[src/hdl/bit_manip_pkg.sv]
/*
 * Package for the boolean bit manipulation unit: opcode bytes, operation
 * kinds, instruction and flag carriers, reset values.
 * Assumes an instruction arrives as four bytes, first byte in byte0.
 */
package bit_manip_pkg;

	localparam logic [7:0] OPC_BIT_AND      = 8'h6A;
	localparam logic [7:0] OPC_BIT_OR       = 8'h5A;
	localparam logic [7:0] OPC_BIT_XOR      = 8'h7A;
	localparam logic [7:0] OPC_BIT_COMPARE  = 8'h2A;
	localparam logic [7:0] OPC_BIT_COPY     = 8'h4A;
	localparam logic [7:0] OPC_BIT_COPY_INV = 8'h3A;
	localparam logic [7:0] OPC_LOAD_HIGH    = 8'h1A;
	localparam logic [7:0] OPC_LOAD_LOW     = 8'h0A;
	localparam logic [3:0] NIB_BIT_CLEAR    = 4'hE;
	localparam logic [3:0] NIB_BIT_SET      = 4'hF;

	localparam int         WORD_W           = 16;
	localparam int         BYTE_W           = 8;
	localparam logic [7:0] BYTE_RESET       = 8'h00;
	localparam logic [3:0] POS_RESET        = 4'h0;
	localparam logic [15:0] WORD_RESET      = 16'h0000;

	typedef enum logic [3:0] {
		OP_NONE,
		OP_AND,
		OP_OR,
		OP_XOR,
		OP_COMPARE,
		OP_CLEAR,
		OP_SET,
		OP_COPY,
		OP_COPY_INV,
		OP_LOAD_HIGH,
		OP_LOAD_LOW
	} op_e;

	typedef struct packed {
		logic [7:0] byte0;
		logic [7:0] byte1;
		logic [7:0] byte2;
		logic [7:0] byte3;
	} instr_s;

	typedef struct packed {
		logic e;
		logic z;
		logic v;
		logic c;
		logic n;
	} flags_s;

	localparam flags_s FLAGS_RESET = '{e: 1'b0, z: 1'b0, v: 1'b0, c: 1'b0, n: 1'b0};

endpackage : bit_manip_pkg

[src/hdl/boolean_bit_manipulation_unit.sv]
/* Boolean bit manipulation unit: decodes one instruction, reads the addressed
 * word(s), computes result and flags, writes the word back under a held lock, except for compare, which writes nothing; an illegal opcode touches no memory.
 * Assumes a same-clock word memory with read data in the cycle after o_mem_rd,
 * and that no other master touches memory while o_mem_lock is high. */
`timescale 1ns/1ps

module boolean_bit_manipulation_unit (
	input  wire logic                   i_clk,
	input  wire logic                   i_rst,
	input  wire bit_manip_pkg::instr_s  i_instr,
	input  wire logic                   i_instr_valid,
	output logic                        o_ready,
	input  wire logic [15:0]            i_mem_rdata,
	output logic [7:0]                  o_mem_addr,
	output logic                        o_mem_rd,
	output logic                        o_mem_wr,
	output logic [15:0]                 o_mem_wdata,
	output logic                        o_mem_lock,
	output bit_manip_pkg::flags_s       o_flags,
	output logic                        o_done,
	output logic                        o_illegal
);

	typedef enum logic [2:0] {
		ST_IDLE,
		ST_WAIT_SRC,
		ST_CAP_SRC,
		ST_WAIT_DST,
		ST_CAP_DST,
		ST_FINISH
	} state_e;

	state_e                 state, next_state;
	bit_manip_pkg::op_e     op, next_op;
	logic [7:0]             src_addr, next_src_addr;
	logic [7:0]             dst_addr, next_dst_addr;
	logic [3:0]             src_pos, next_src_pos;
	logic [3:0]             dst_pos, next_dst_pos;
	logic [7:0]             mask, next_mask;
	logic [7:0]             data, next_data;
	logic [15:0]            src_word, next_src_word;
	logic                   next_ready, next_mem_rd, next_mem_wr, next_mem_lock;
	logic                   next_done, next_illegal;
	logic [7:0]             next_mem_addr;
	logic [15:0]            next_mem_wdata;
	bit_manip_pkg::flags_s  next_flags;

	bit_manip_pkg::op_e     dec_op;
	bit_manip_pkg::flags_s  res_flags;
	logic [15:0]            res_word, fmask, fdata;
	logic                   res_write, sbit, dbit, rbit, one_word;

	// Two-byte forms are recognised by the low nibble before the opcode table
	always_comb
	begin
		dec_op = bit_manip_pkg::OP_NONE;
		if (i_instr.byte0[3:0] == bit_manip_pkg::NIB_BIT_CLEAR)
			dec_op = bit_manip_pkg::OP_CLEAR;
		else if (i_instr.byte0[3:0] == bit_manip_pkg::NIB_BIT_SET)
			dec_op = bit_manip_pkg::OP_SET;
		else
			unique case (i_instr.byte0)
				bit_manip_pkg::OPC_BIT_AND:      dec_op = bit_manip_pkg::OP_AND;
				bit_manip_pkg::OPC_BIT_OR:       dec_op = bit_manip_pkg::OP_OR;
				bit_manip_pkg::OPC_BIT_XOR:      dec_op = bit_manip_pkg::OP_XOR;
				bit_manip_pkg::OPC_BIT_COMPARE:  dec_op = bit_manip_pkg::OP_COMPARE;
				bit_manip_pkg::OPC_BIT_COPY:     dec_op = bit_manip_pkg::OP_COPY;
				bit_manip_pkg::OPC_BIT_COPY_INV: dec_op = bit_manip_pkg::OP_COPY_INV;
				bit_manip_pkg::OPC_LOAD_HIGH:    dec_op = bit_manip_pkg::OP_LOAD_HIGH;
				bit_manip_pkg::OPC_LOAD_LOW:     dec_op = bit_manip_pkg::OP_LOAD_LOW;
				default:                         dec_op = bit_manip_pkg::OP_NONE;
			endcase
		one_word = dec_op inside {bit_manip_pkg::OP_CLEAR, bit_manip_pkg::OP_SET,
			bit_manip_pkg::OP_LOAD_HIGH, bit_manip_pkg::OP_LOAD_LOW};
	end

	// Result and flags from the destination word as it arrives
	always_comb
	begin
		sbit      = src_word[src_pos];
		dbit      = i_mem_rdata[dst_pos];
		rbit      = dbit;
		res_write = 1'b1;
		res_flags = bit_manip_pkg::FLAGS_RESET;
		fmask = (op == bit_manip_pkg::OP_LOAD_HIGH) ? {mask, 8'h00} : {8'h00, mask};
		fdata = (op == bit_manip_pkg::OP_LOAD_HIGH) ? {data, 8'h00} : {8'h00, data};
		res_word = (i_mem_rdata & ~fmask) | (fdata & fmask);
		unique case (op)
			bit_manip_pkg::OP_AND:      rbit = dbit & sbit;
			bit_manip_pkg::OP_OR:       rbit = dbit | sbit;
			bit_manip_pkg::OP_XOR:      rbit = dbit ^ sbit;
			bit_manip_pkg::OP_COMPARE:  res_write = 1'b0;
			bit_manip_pkg::OP_CLEAR:    rbit = 1'b0;
			bit_manip_pkg::OP_SET:      rbit = 1'b1;
			bit_manip_pkg::OP_COPY:     rbit = sbit;
			bit_manip_pkg::OP_COPY_INV: rbit = ~sbit;
			bit_manip_pkg::OP_LOAD_HIGH, bit_manip_pkg::OP_LOAD_LOW: rbit = dbit;
			bit_manip_pkg::OP_NONE:     res_write = 1'b0;
		endcase
		if (op != bit_manip_pkg::OP_LOAD_HIGH && op != bit_manip_pkg::OP_LOAD_LOW)
		begin
			res_word          = i_mem_rdata;
			res_word[dst_pos] = rbit;
		end
		unique case (op)
			bit_manip_pkg::OP_AND,
			bit_manip_pkg::OP_OR,
			bit_manip_pkg::OP_XOR,
			bit_manip_pkg::OP_COMPARE:
			begin
				res_flags.z = ~(dbit | sbit);
				res_flags.v = dbit | sbit;
				res_flags.c = dbit & sbit;
				res_flags.n = dbit ^ sbit;
			end
			bit_manip_pkg::OP_CLEAR,
			bit_manip_pkg::OP_SET:
			begin
				res_flags.z = ~dbit;
				res_flags.n = dbit;
			end
			bit_manip_pkg::OP_COPY,
			bit_manip_pkg::OP_COPY_INV:
			begin
				res_flags.z = ~sbit;
				res_flags.n = sbit;
			end
			bit_manip_pkg::OP_LOAD_HIGH,
			bit_manip_pkg::OP_LOAD_LOW:
			begin
				res_flags.z = (res_word == bit_manip_pkg::WORD_RESET);
				res_flags.n = res_word[bit_manip_pkg::WORD_W-1];
			end
			bit_manip_pkg::OP_NONE:     res_flags = bit_manip_pkg::FLAGS_RESET;
		endcase
	end

	always_comb
	begin
		next_state     = state;
		next_op        = op;
		next_src_addr  = src_addr;
		next_dst_addr  = dst_addr;
		next_src_pos   = src_pos;
		next_dst_pos   = dst_pos;
		next_mask      = mask;
		next_data      = data;
		next_src_word  = src_word;
		next_ready     = o_ready;
		next_mem_addr  = o_mem_addr;
		next_mem_rd    = 1'b0;
		next_mem_wr    = 1'b0;
		next_mem_wdata = o_mem_wdata;
		next_mem_lock  = o_mem_lock;
		next_flags     = o_flags;
		next_done      = 1'b0;
		next_illegal   = 1'b0;
		unique case (state)
			ST_IDLE:
			begin
				if (i_instr_valid && o_ready)
				begin
					next_op       = dec_op;
					next_src_addr = i_instr.byte1;
					next_dst_addr = i_instr.byte2;
					next_src_pos  = i_instr.byte3[7:4];
					next_dst_pos  = i_instr.byte3[3:0];
					next_mask     = i_instr.byte3;
					next_data     = i_instr.byte2;
					if (dec_op == bit_manip_pkg::OP_LOAD_LOW)
					begin
						next_mask = i_instr.byte2;
						next_data = i_instr.byte3;
					end
					if (one_word)
						next_dst_addr = i_instr.byte1;
					if (dec_op == bit_manip_pkg::OP_CLEAR || dec_op == bit_manip_pkg::OP_SET)
						next_dst_pos = i_instr.byte0[7:4];
					next_ready = 1'b0;
					if (dec_op == bit_manip_pkg::OP_NONE)
					begin
						next_illegal = 1'b1;
						next_done    = 1'b1;
						next_state   = ST_FINISH;
					end
					else
					begin
						next_mem_rd   = 1'b1;
						next_mem_lock = 1'b1;
						if (one_word)
						begin
							next_mem_addr = next_dst_addr;
							next_state    = ST_WAIT_DST;
						end
						else
						begin
							next_mem_addr = i_instr.byte1;
							next_state    = ST_WAIT_SRC;
						end
					end
				end
			end
			ST_WAIT_SRC:
			begin
				next_mem_rd   = 1'b1;
				next_mem_addr = dst_addr;
				next_state    = ST_CAP_SRC;
			end
			ST_CAP_SRC:
			begin
				next_src_word = i_mem_rdata;
				next_state    = ST_CAP_DST;
			end
			ST_WAIT_DST: next_state = ST_CAP_DST;
			ST_CAP_DST:
			begin
				next_mem_wr    = res_write;
				next_mem_wdata = res_word;
				next_mem_addr  = dst_addr;
				next_flags     = res_flags;
				next_done      = 1'b1;
				next_state     = ST_FINISH;
			end
			ST_FINISH:
			begin
				// Lock drops only after the write cycle has been presented
				next_mem_lock = 1'b0;
				next_ready    = 1'b1;
				next_state    = ST_IDLE;
			end
		endcase
	end

	always_ff @(posedge i_clk or posedge i_rst)
	begin
		if (i_rst)
		begin
			state       <= ST_IDLE;
			op          <= bit_manip_pkg::OP_NONE;
			src_addr    <= bit_manip_pkg::BYTE_RESET;
			dst_addr    <= bit_manip_pkg::BYTE_RESET;
			src_pos     <= bit_manip_pkg::POS_RESET;
			dst_pos     <= bit_manip_pkg::POS_RESET;
			mask        <= bit_manip_pkg::BYTE_RESET;
			data        <= bit_manip_pkg::BYTE_RESET;
			src_word    <= bit_manip_pkg::WORD_RESET;
			o_ready     <= 1'b1;
			o_mem_addr  <= bit_manip_pkg::BYTE_RESET;
			o_mem_rd    <= 1'b0;
			o_mem_wr    <= 1'b0;
			o_mem_wdata <= bit_manip_pkg::WORD_RESET;
			o_mem_lock  <= 1'b0;
			o_flags     <= bit_manip_pkg::FLAGS_RESET;
			o_done      <= 1'b0;
			o_illegal   <= 1'b0;
		end
		else
		begin
			state       <= next_state;
			op          <= next_op;
			src_addr    <= next_src_addr;
			dst_addr    <= next_dst_addr;
			src_pos     <= next_src_pos;
			dst_pos     <= next_dst_pos;
			mask        <= next_mask;
			data        <= next_data;
			src_word    <= next_src_word;
			o_ready     <= next_ready;
			o_mem_addr  <= next_mem_addr;
			o_mem_rd    <= next_mem_rd;
			o_mem_wr    <= next_mem_wr;
			o_mem_wdata <= next_mem_wdata;
			o_mem_lock  <= next_mem_lock;
			o_flags     <= next_flags;
			o_done      <= next_done;
			o_illegal   <= next_illegal;
		end
	end

endmodule : boolean_bit_manipulation_unit

[config.mk]
export PLATFORM = sky130hd
export DESIGN_NAME = boolean_bit_manipulation_unit
export DESIGN_NICKNAME = d
export VERILOG_FILES = /design/src/hdl/bit_manip_pkg.sv /design/src/hdl/boolean_bit_manipulation_unit.sv
export SDC_FILE = /design/constraint.sdc
export NUM_CORES = 1
export LEC_CHECK = 0
export BUFFER_PORTS_ARGS = -buffer_cell sky130_fd_sc_hd__clkbuf_2
export CORE_MARGIN = 2
export CORE_UTILIZATION = 35
export DETAILED_ROUTE_END_ITERATION = 16
export SETUP_SLACK_MARGIN = 0.3
export SLEW_MARGIN = 20
export SYNTH_ARGS = -nofsm -noshare
export SYNTH_HDL_FRONTEND = slang
export SYNTH_SLANG_ARGS = --single-unit
[constraint.sdc]
create_clock -name i_clk -period 3.92 [get_ports i_clk]
set_input_delay 0.588 -clock i_clk [delete_from_list [all_inputs] [get_ports i_clk]]
set_output_delay 0.588 -clock i_clk [all_outputs]
set_load 0.05 [all_outputs]
==> flow_summary.yaml, run 1 <==
pwr:
  switching_share_pct: 46.9
  power.density_mw_per_mm2: 902
  p_leak_nw: 2.80
  clkPwrFrac_pct: 17.6
  switching_power_w: 0.00262
  vdd_drop_max_mv: 0.600
  p_int_w: 0.00296
  seqPwrFrac_pct: 33.0
  power_frac_comb_pct: 49.4
finish:
  drive_gt1_share_pct: 25.7
  fin_util_pct: 42.4
  final_common_cell: "dfrtp_1"
  final_cell_mix: "dfrtp_1, clkbuf_2, nand2_1"
  syn_to_final_growth_pct: 17.8
  fill_cells: 1437
  nets: 679
  diodes: 0
worst_setup_path:
  critical_path.max_stage_delay_ns: 0.59
  critPathLaunch: "src_pos[2]$_DFFE_PP0P_"
  path_cells: "mux4_1 > mux4_2 > inv_1 > ha_1 > mux2i_1 > o32a_2 > nand3_2 > o311ai_0 > o211ai_1 > o21a_1"
  cp_num_cells: 10
  cp-endpoint: "o_mem_wdata[13]$_DFFE_PP0P_"
  cpLargestDelayFamily: "multiplexers"
  cp_data_arrival_time_ns: 3.66
  end_kind: "register"
  worstSetupStartpointType: "register"
  reg2reg_depth: 10
  crit_fanout: 7
  cp.buffers_inverters: 1
  worstPathRequired_ns: 4.16
  critPathKind: "reg2reg"
  crit_slowest_cell: "mux4_1"
  rrSetupSlack_ns: 0.49
  worstReg2RegStart: "src_pos[2]$_DFFE_PP0P_"
  timing.rr.end: "o_mem_wdata[13]$_DFFE_PP0P_"
cts:
  clkSinkCount: 89
  path_clk_slew_ns: 0.07
  hold_buffers: 0
  cts-root-buf: "clkbuf_16"
  cts_buffer_depth: 2
  h-tree-depth: 3
  cts_resized: 0
  clk_latency_ns: 0.36
  cts_tree: "done"
  cts_setup_buffers: 0
  cts_buffers: 9
timing:
  hold_viol: 0
  max-slew-margin-rel_pct: 36.2
  worst_pin_slew_ns: 0.954
  final.setup.tns_ns: 0
  setup_viol: 0
  finalCriticalPeriod_ns: 3.43
  rsz0062_at_grt: "false"
  fin_crit_sh_pct: 87.4
  clock_skew_ns: 0.0123
  finalMaxSlewViolations: 0
  fmax_mhz: 292
logic_synthesis:
  ys_types: 70
  ys.flop_type: "dfrtp_1"
  synth_area_leader_cell: "dfrtp_1"
  synth_cells: 551
  synthArstFlopShare_pct: 100
  syn_area_mm2: 0.00525
  ys_seq_area_share_pct: 42.5
  yosys_warnings: 0
  yosysTopAreaCellShare_pct: 42.0
  synth_nets: 604
  synth-edff-count: 0
  synth-seq-cells: 89
  avgSynthCellArea_um2: 9.52
  netlist_top_cells_area: "dfrtp_1, mux2i_1, mux2_2, nand2_1, a21oi_1"
floorplanning:
  core_mm2: 0.0146
  dieArea_mm2: 0.0160
  die-width_um: 126
  initial_core_util_pct: 36.0
  rows: 44
  die_y_um: 126
  ioPinCount: 86
place:
  gp_congestion: 0.918
  post-dp-hpwl_um: 12300
  io_buffers: 84
route:
  vias_per_cell: 5.54
  drc: 0
  ant_nets: 0
  wire_per_inst_um: 19.5
  dr.pass1.iters: 5
  drt_iter0_markers: 326
  num_vias: 4518
  wirelength_um: 15900
grt:
  grt_pass1_wl_um: 25400
  grt_use_total_pct: 20.4
  grt_max_degree: 67
  grt_antenna_before_repair: 0
  grt_pass1_vias: 4426
  overflow: 0
run_status:
  status: "finished clean"
flow_run:
  max-cap-violations: 0
worst_hold_path:
  hp-class: "in2async"
## metal layers
layer / wire length (um) / track usage, % / share of wire, %
met4: 259 / 4.46 / 1.6
met1: 7410 / 28.7 / 47
met3: 999 / 5.99 / 6.3
met2: 7190 / 31.4 / 45
met5: 0 / 0 / 0
## metrics by stage
step | hold slack, ns | instances | area [um2] | setup slack (ns) | power [W]
2_1_floorplan | 0.451 | 551 | 5250 | 0.749 | 0.00382
6_report | 0.369 | 815 | 6180 | 0.494 | 0.00557
4_1_cts | 0.399 | 815 | 6180 | 0.527 | 0.00560
5_1_grt | 0.442 | 815 | 6180 | 0.361 | 0.00595
3_3_place_gp | 0.456 | 799 | 5840 | 0.513 | 0.00455
3_5_place_dp | 0.463 | 799 | 5840 | 0.424 | 0.00460
## how the worst min path moves through the flow
stage	depth (start not counted)	to	slack, ns	startpoint
after floorplan	2	o_mem_addr[0]$_DFFE_PP0P_	0.45	dst_addr[0]$_DFFE_PP0P_
after global routing	2	o_mem_addr[3]$_DFFE_PP0P_	0.44	i_rst
after detailed placement	2	o_mem_wdata[4]$_DFFE_PP0P_	0.46	o_mem_wdata[4]$_DFFE_PP0P_
after CTS	2	state[0]$_DFFE_PP0P_	0.40	i_rst
final	2	state[0]$_DFFE_PP0P_	0.37	i_rst
after global placement	2	o_mem_wdata[4]$_DFFE_PP0P_	0.46	o_mem_wdata[4]$_DFFE_PP0P_
## cells by family after synthesis
kind of cell / synth area share, %
other: 0.0715
and+or+nand+nor: 17.7
buffers and inverters: 3.70
adders and majority gates: 0.858
DFF: 42.5
AOI/OAI and AO/OA: 16.3
muxes: 18.0
xor gates and xnor gates: 0.834
## layout make-up
type                       instances  area, um2  share of cell area, %
tap                              184        230                   3.72
multi-input combinational        421       2840                   45.9
clock buffer                      10        239                   3.87
sequential                        89       2230                   36.1
clock inverter                     6       97.6                   1.58
inverter                           8       31.3                  0.506
timing repair buffer              97        518                   8.38
## synthesized netlist by cell type (3+ instances only)
cell type   n
nand2b_1    8
nor3b_1     3
o21a_1      6
o21ai_0    29
buf_2       4
and2_1      5
nor2_1     59
a211oi_1    3
nand4_1     5
inv_1       8
xnor2_1     4
nor3_1      6
mux4_1      4
mux2i_1    41
a31oi_1     3
nor2b_1     9
o311ai_0    4
o21bai_1    4
a21oi_1    48
nand2_1    65
clkbuf_1   19
nand3b_1    4
nand3_1    18
o31ai_1     8
a21boi_0    3
a21o_1      3
a41oi_1     4
buf_4       6
mux4_2      4
dfrtp_1    88
mux2_2     29
## power groups by stage
stage                     clock network [W]  logic [W]  registers, W
after CTS                           0.00100    0.00276       0.00184
after global routing                0.00104    0.00299       0.00192
final                              0.000982    0.00275       0.00184
after detailed placement                  0    0.00275       0.00185
after floorplan                           0    0.00163       0.00219
after global placement                    0    0.00271       0.00183
## flip-flops by register name, summed over array words and instances (netlist names), 3 cells and up
signal       count
op               4
dst_pos          4
o_flags          4
dst_addr         8
data             8
state            3
o_mem_wdata     16
src_word        16
mask             8
o_mem_addr       8
src_pos          4
## worst reg2reg max path, stage by stage (launching register included)
cell	delay (ns)
dfrtp_1	0.45
mux4_1	0.59
mux4_2	0.58
inv_1	0.12
ha_1	0.25
mux2i_1	0.16
o32a_2	0.26
nand3_2	0.17
o311ai_0	0.42
o211ai_1	0.18
o21a_1	0.14
Power figures use the tool's default switching activity.
==> run 2, diff against run 1 <==
--- a/config.mk
+++ b/config.mk
@@ -11,4 +11,5 @@
 export DETAILED_ROUTE_END_ITERATION = 16
 export SETUP_SLACK_MARGIN = 0.3
+export SKIP_LAST_GASP = 1
 export SLEW_MARGIN = 20
 export SYNTH_ARGS = -nofsm -noshare
==> constraint.sdc (replaced) <==
create_clock -name i_clk -period 3.92 [get_ports i_clk]
set_input_delay 0.784 -clock i_clk [delete_from_list [all_inputs] [get_ports i_clk]]
set_output_delay 0.784 -clock i_clk [all_outputs]
set_load 0.05 [all_outputs]
==> run 2 against run 1 <==
  * First-iteration DRC count fell by 3.7%
  * Largest cell class unchanged
  * Critical path type unchanged
  * Via count rose by 1.4%
  * Non-clock buffer count rose by 1
  * Highest routed layer unchanged
==> flow_summary.yaml, run 2 (same netlist as run 1, synthesis figures left out) <==
run_status:
  status: "finished clean"
cts:
  cts_buffers: 9
  clk_latency_ns: 0.35
  hold_buffers: 0
  cts-root-buf: "clkbuf_16"
  clkSinkCount: 89
  path_clk_slew_ns: 0.06
  cts_buffer_depth: 2
  cts_tree: "done"
  h-tree-depth: 3
  cts_resized: 0
  cts_setup_buffers: 0
floorplanning:
  die-width_um: 126
  die_y_um: 126
  dieArea_mm2: 0.0160
  core_mm2: 0.0146
  initial_core_util_pct: 36.0
  rows: 44
  ioPinCount: 86
finish:
  syn_to_final_growth_pct: 17.3
  fin_util_pct: 42.2
  nets: 680
  diodes: 0
  drive_gt1_share_pct: 25.8
  fin_area_mm2: 0.00616
  fill_cells: 1456
  largestRegisters: "o_mem_wdata: 16 flops, src_word: 16 flops"
  final_cell_mix: "dfrtp_1, clkbuf_2, nand2_1"
  final_common_cell: "dfrtp_1"
route:
  drc: 0
  vias_per_cell: 5.62
  drt_iter0_markers: 314
  wire_per_inst_um: 19.4
  wirelength_um: 15900
  ant_nets: 0
  dr.pass1.iters: 5
  num_vias: 4582
worst_setup_path:
  cp_num_cells: 10
  reg2reg_depth: 10
  worstSetupStartpointType: "register"
  critPathKind: "reg2reg"
  crit_slowest_cell: "mux4_1"
  crit_fanout: 6
  end_kind: "register"
  critical_path.max_stage_delay_ns: 0.60
  cp_data_arrival_time_ns: 3.61
  path_cells: "mux4_1 > mux4_2 > inv_1 > ha_1 > mux2i_1 > o32a_2 > nand3_2 > o311ai_0 > a21boi_0 > o21ai_0"
  cpLargestDelayFamily: "multiplexers"
  worstPathRequired_ns: 4.13
  cp.buffers_inverters: 1
timing:
  worst_pin_slew_ns: 0.948
  fmax_mhz: 294
  final.setup.tns_ns: 0
  clock_skew_ns: 0.00884
  setup_viol: 0
  finalCriticalPeriod_ns: 3.40
  fin_hold_ws_ns: 0.472
  max-slew-margin-rel_pct: 36.6
  fin_crit_sh_pct: 86.8
  rsz0062_at_grt: "false"
  finalMaxSlewViolations: 0
  hold_viol: 0
worst_hold_path:
  hold_depth: 2
  hp-class: "reg2reg"
pwr:
  vdd_drop_max_mv: 0.463
  p_total_w: 0.00555
  power.density_mw_per_mm2: 901
  p_leak_nw: 2.79
place:
  gp_congestion: 0.956
  post-dp-hpwl_um: 12100
  io_buffers: 84
  placed_area_mm2: 0.00585
grt:
  grt_pass1_vias: 4462
  grt.busiest_layer: "met2"
  grt_pass1_wl_um: 25200
  grt_antenna_before_repair: 0
  met3_usage_pct: 5.65
  grt_use_total_pct: 20.2
  met1_usage_pct: 28.4
  grt_max_degree: 67
  use_met2_pct: 30.1
  overflow: 0
flow_run:
  max-cap-violations: 0
-- run 2: final cells by class --
class | instances | area [um2] | share of cell area, %
Timing Repair Buffer | 98 | 526 | 8.53
Sequential cell | 89 | 2230 | 36.2
Inverter | 8 | 31.3 | 0.508
Clock buffer | 10 | 229 | 3.72
Multi-Input combinational cell | 421 | 2840 | 46.1
Clock inverter | 6 | 75.1 | 1.22
Tap cell | 184 | 230 | 3.74
-- run 2: worst paths after layout --
kind	end	slack (ns)	start
worst max-delay path	o_mem_wdata[14]$_DFFE_PP0P_	0.52	src_pos[2]$_DFFE_PP0P_
worst min-delay path	o_mem_wdata[4]$_DFFE_PP0P_	0.47	o_mem_wdata[4]$_DFFE_PP0P_
worst max register to register	o_mem_wdata[14]$_DFFE_PP0P_	0.52	src_pos[2]$_DFFE_PP0P_
worst min register to register	o_mem_wdata[4]$_DFFE_PP0P_	0.47	o_mem_wdata[4]$_DFFE_PP0P_
max in group asynchronous	src_pos[2]$_DFFE_PP0P_	2.58	i_rst
min in group asynchronous	o_mem_wr$_DFF_PP0_	0.49	i_rst
-- run 2: where the power goes --
group / switching (W) / internal (W)
sequential: 0.000485 / 0.00138
combinational: 0.00178 / 0.00100
clock: 0.000394 / 0.000505
total: 0.00266 / 0.00289
-- run 2: worst min-delay path, cell delays in order (launching register included) --
cell and delay [ns]:
dfrtp_1 0.35, nand2_1 0.05, nand2_1 0.05
-- run 2: routing by layer --
layer | vias up | wire length [um] | part of all wire (%)
met5 | - | 0 | 0
met4 | 0 | 408 | 2.6
met1 | 2227 | 7310 | 46
li1 | 2156 | - | -
met3 | 26 | 1140 | 7.2
met2 | 173 | 7000 | 44
-- run 2: metrics by stage --
step,std cells,setup WS (ns)
6_report,816,0.519
5_1_grt,816,0.307
4_1_cts,816,0.537
3_5_place_dp,800,0.322
3_3_place_gp,800,0.440
2_1_floorplan,551,0.553
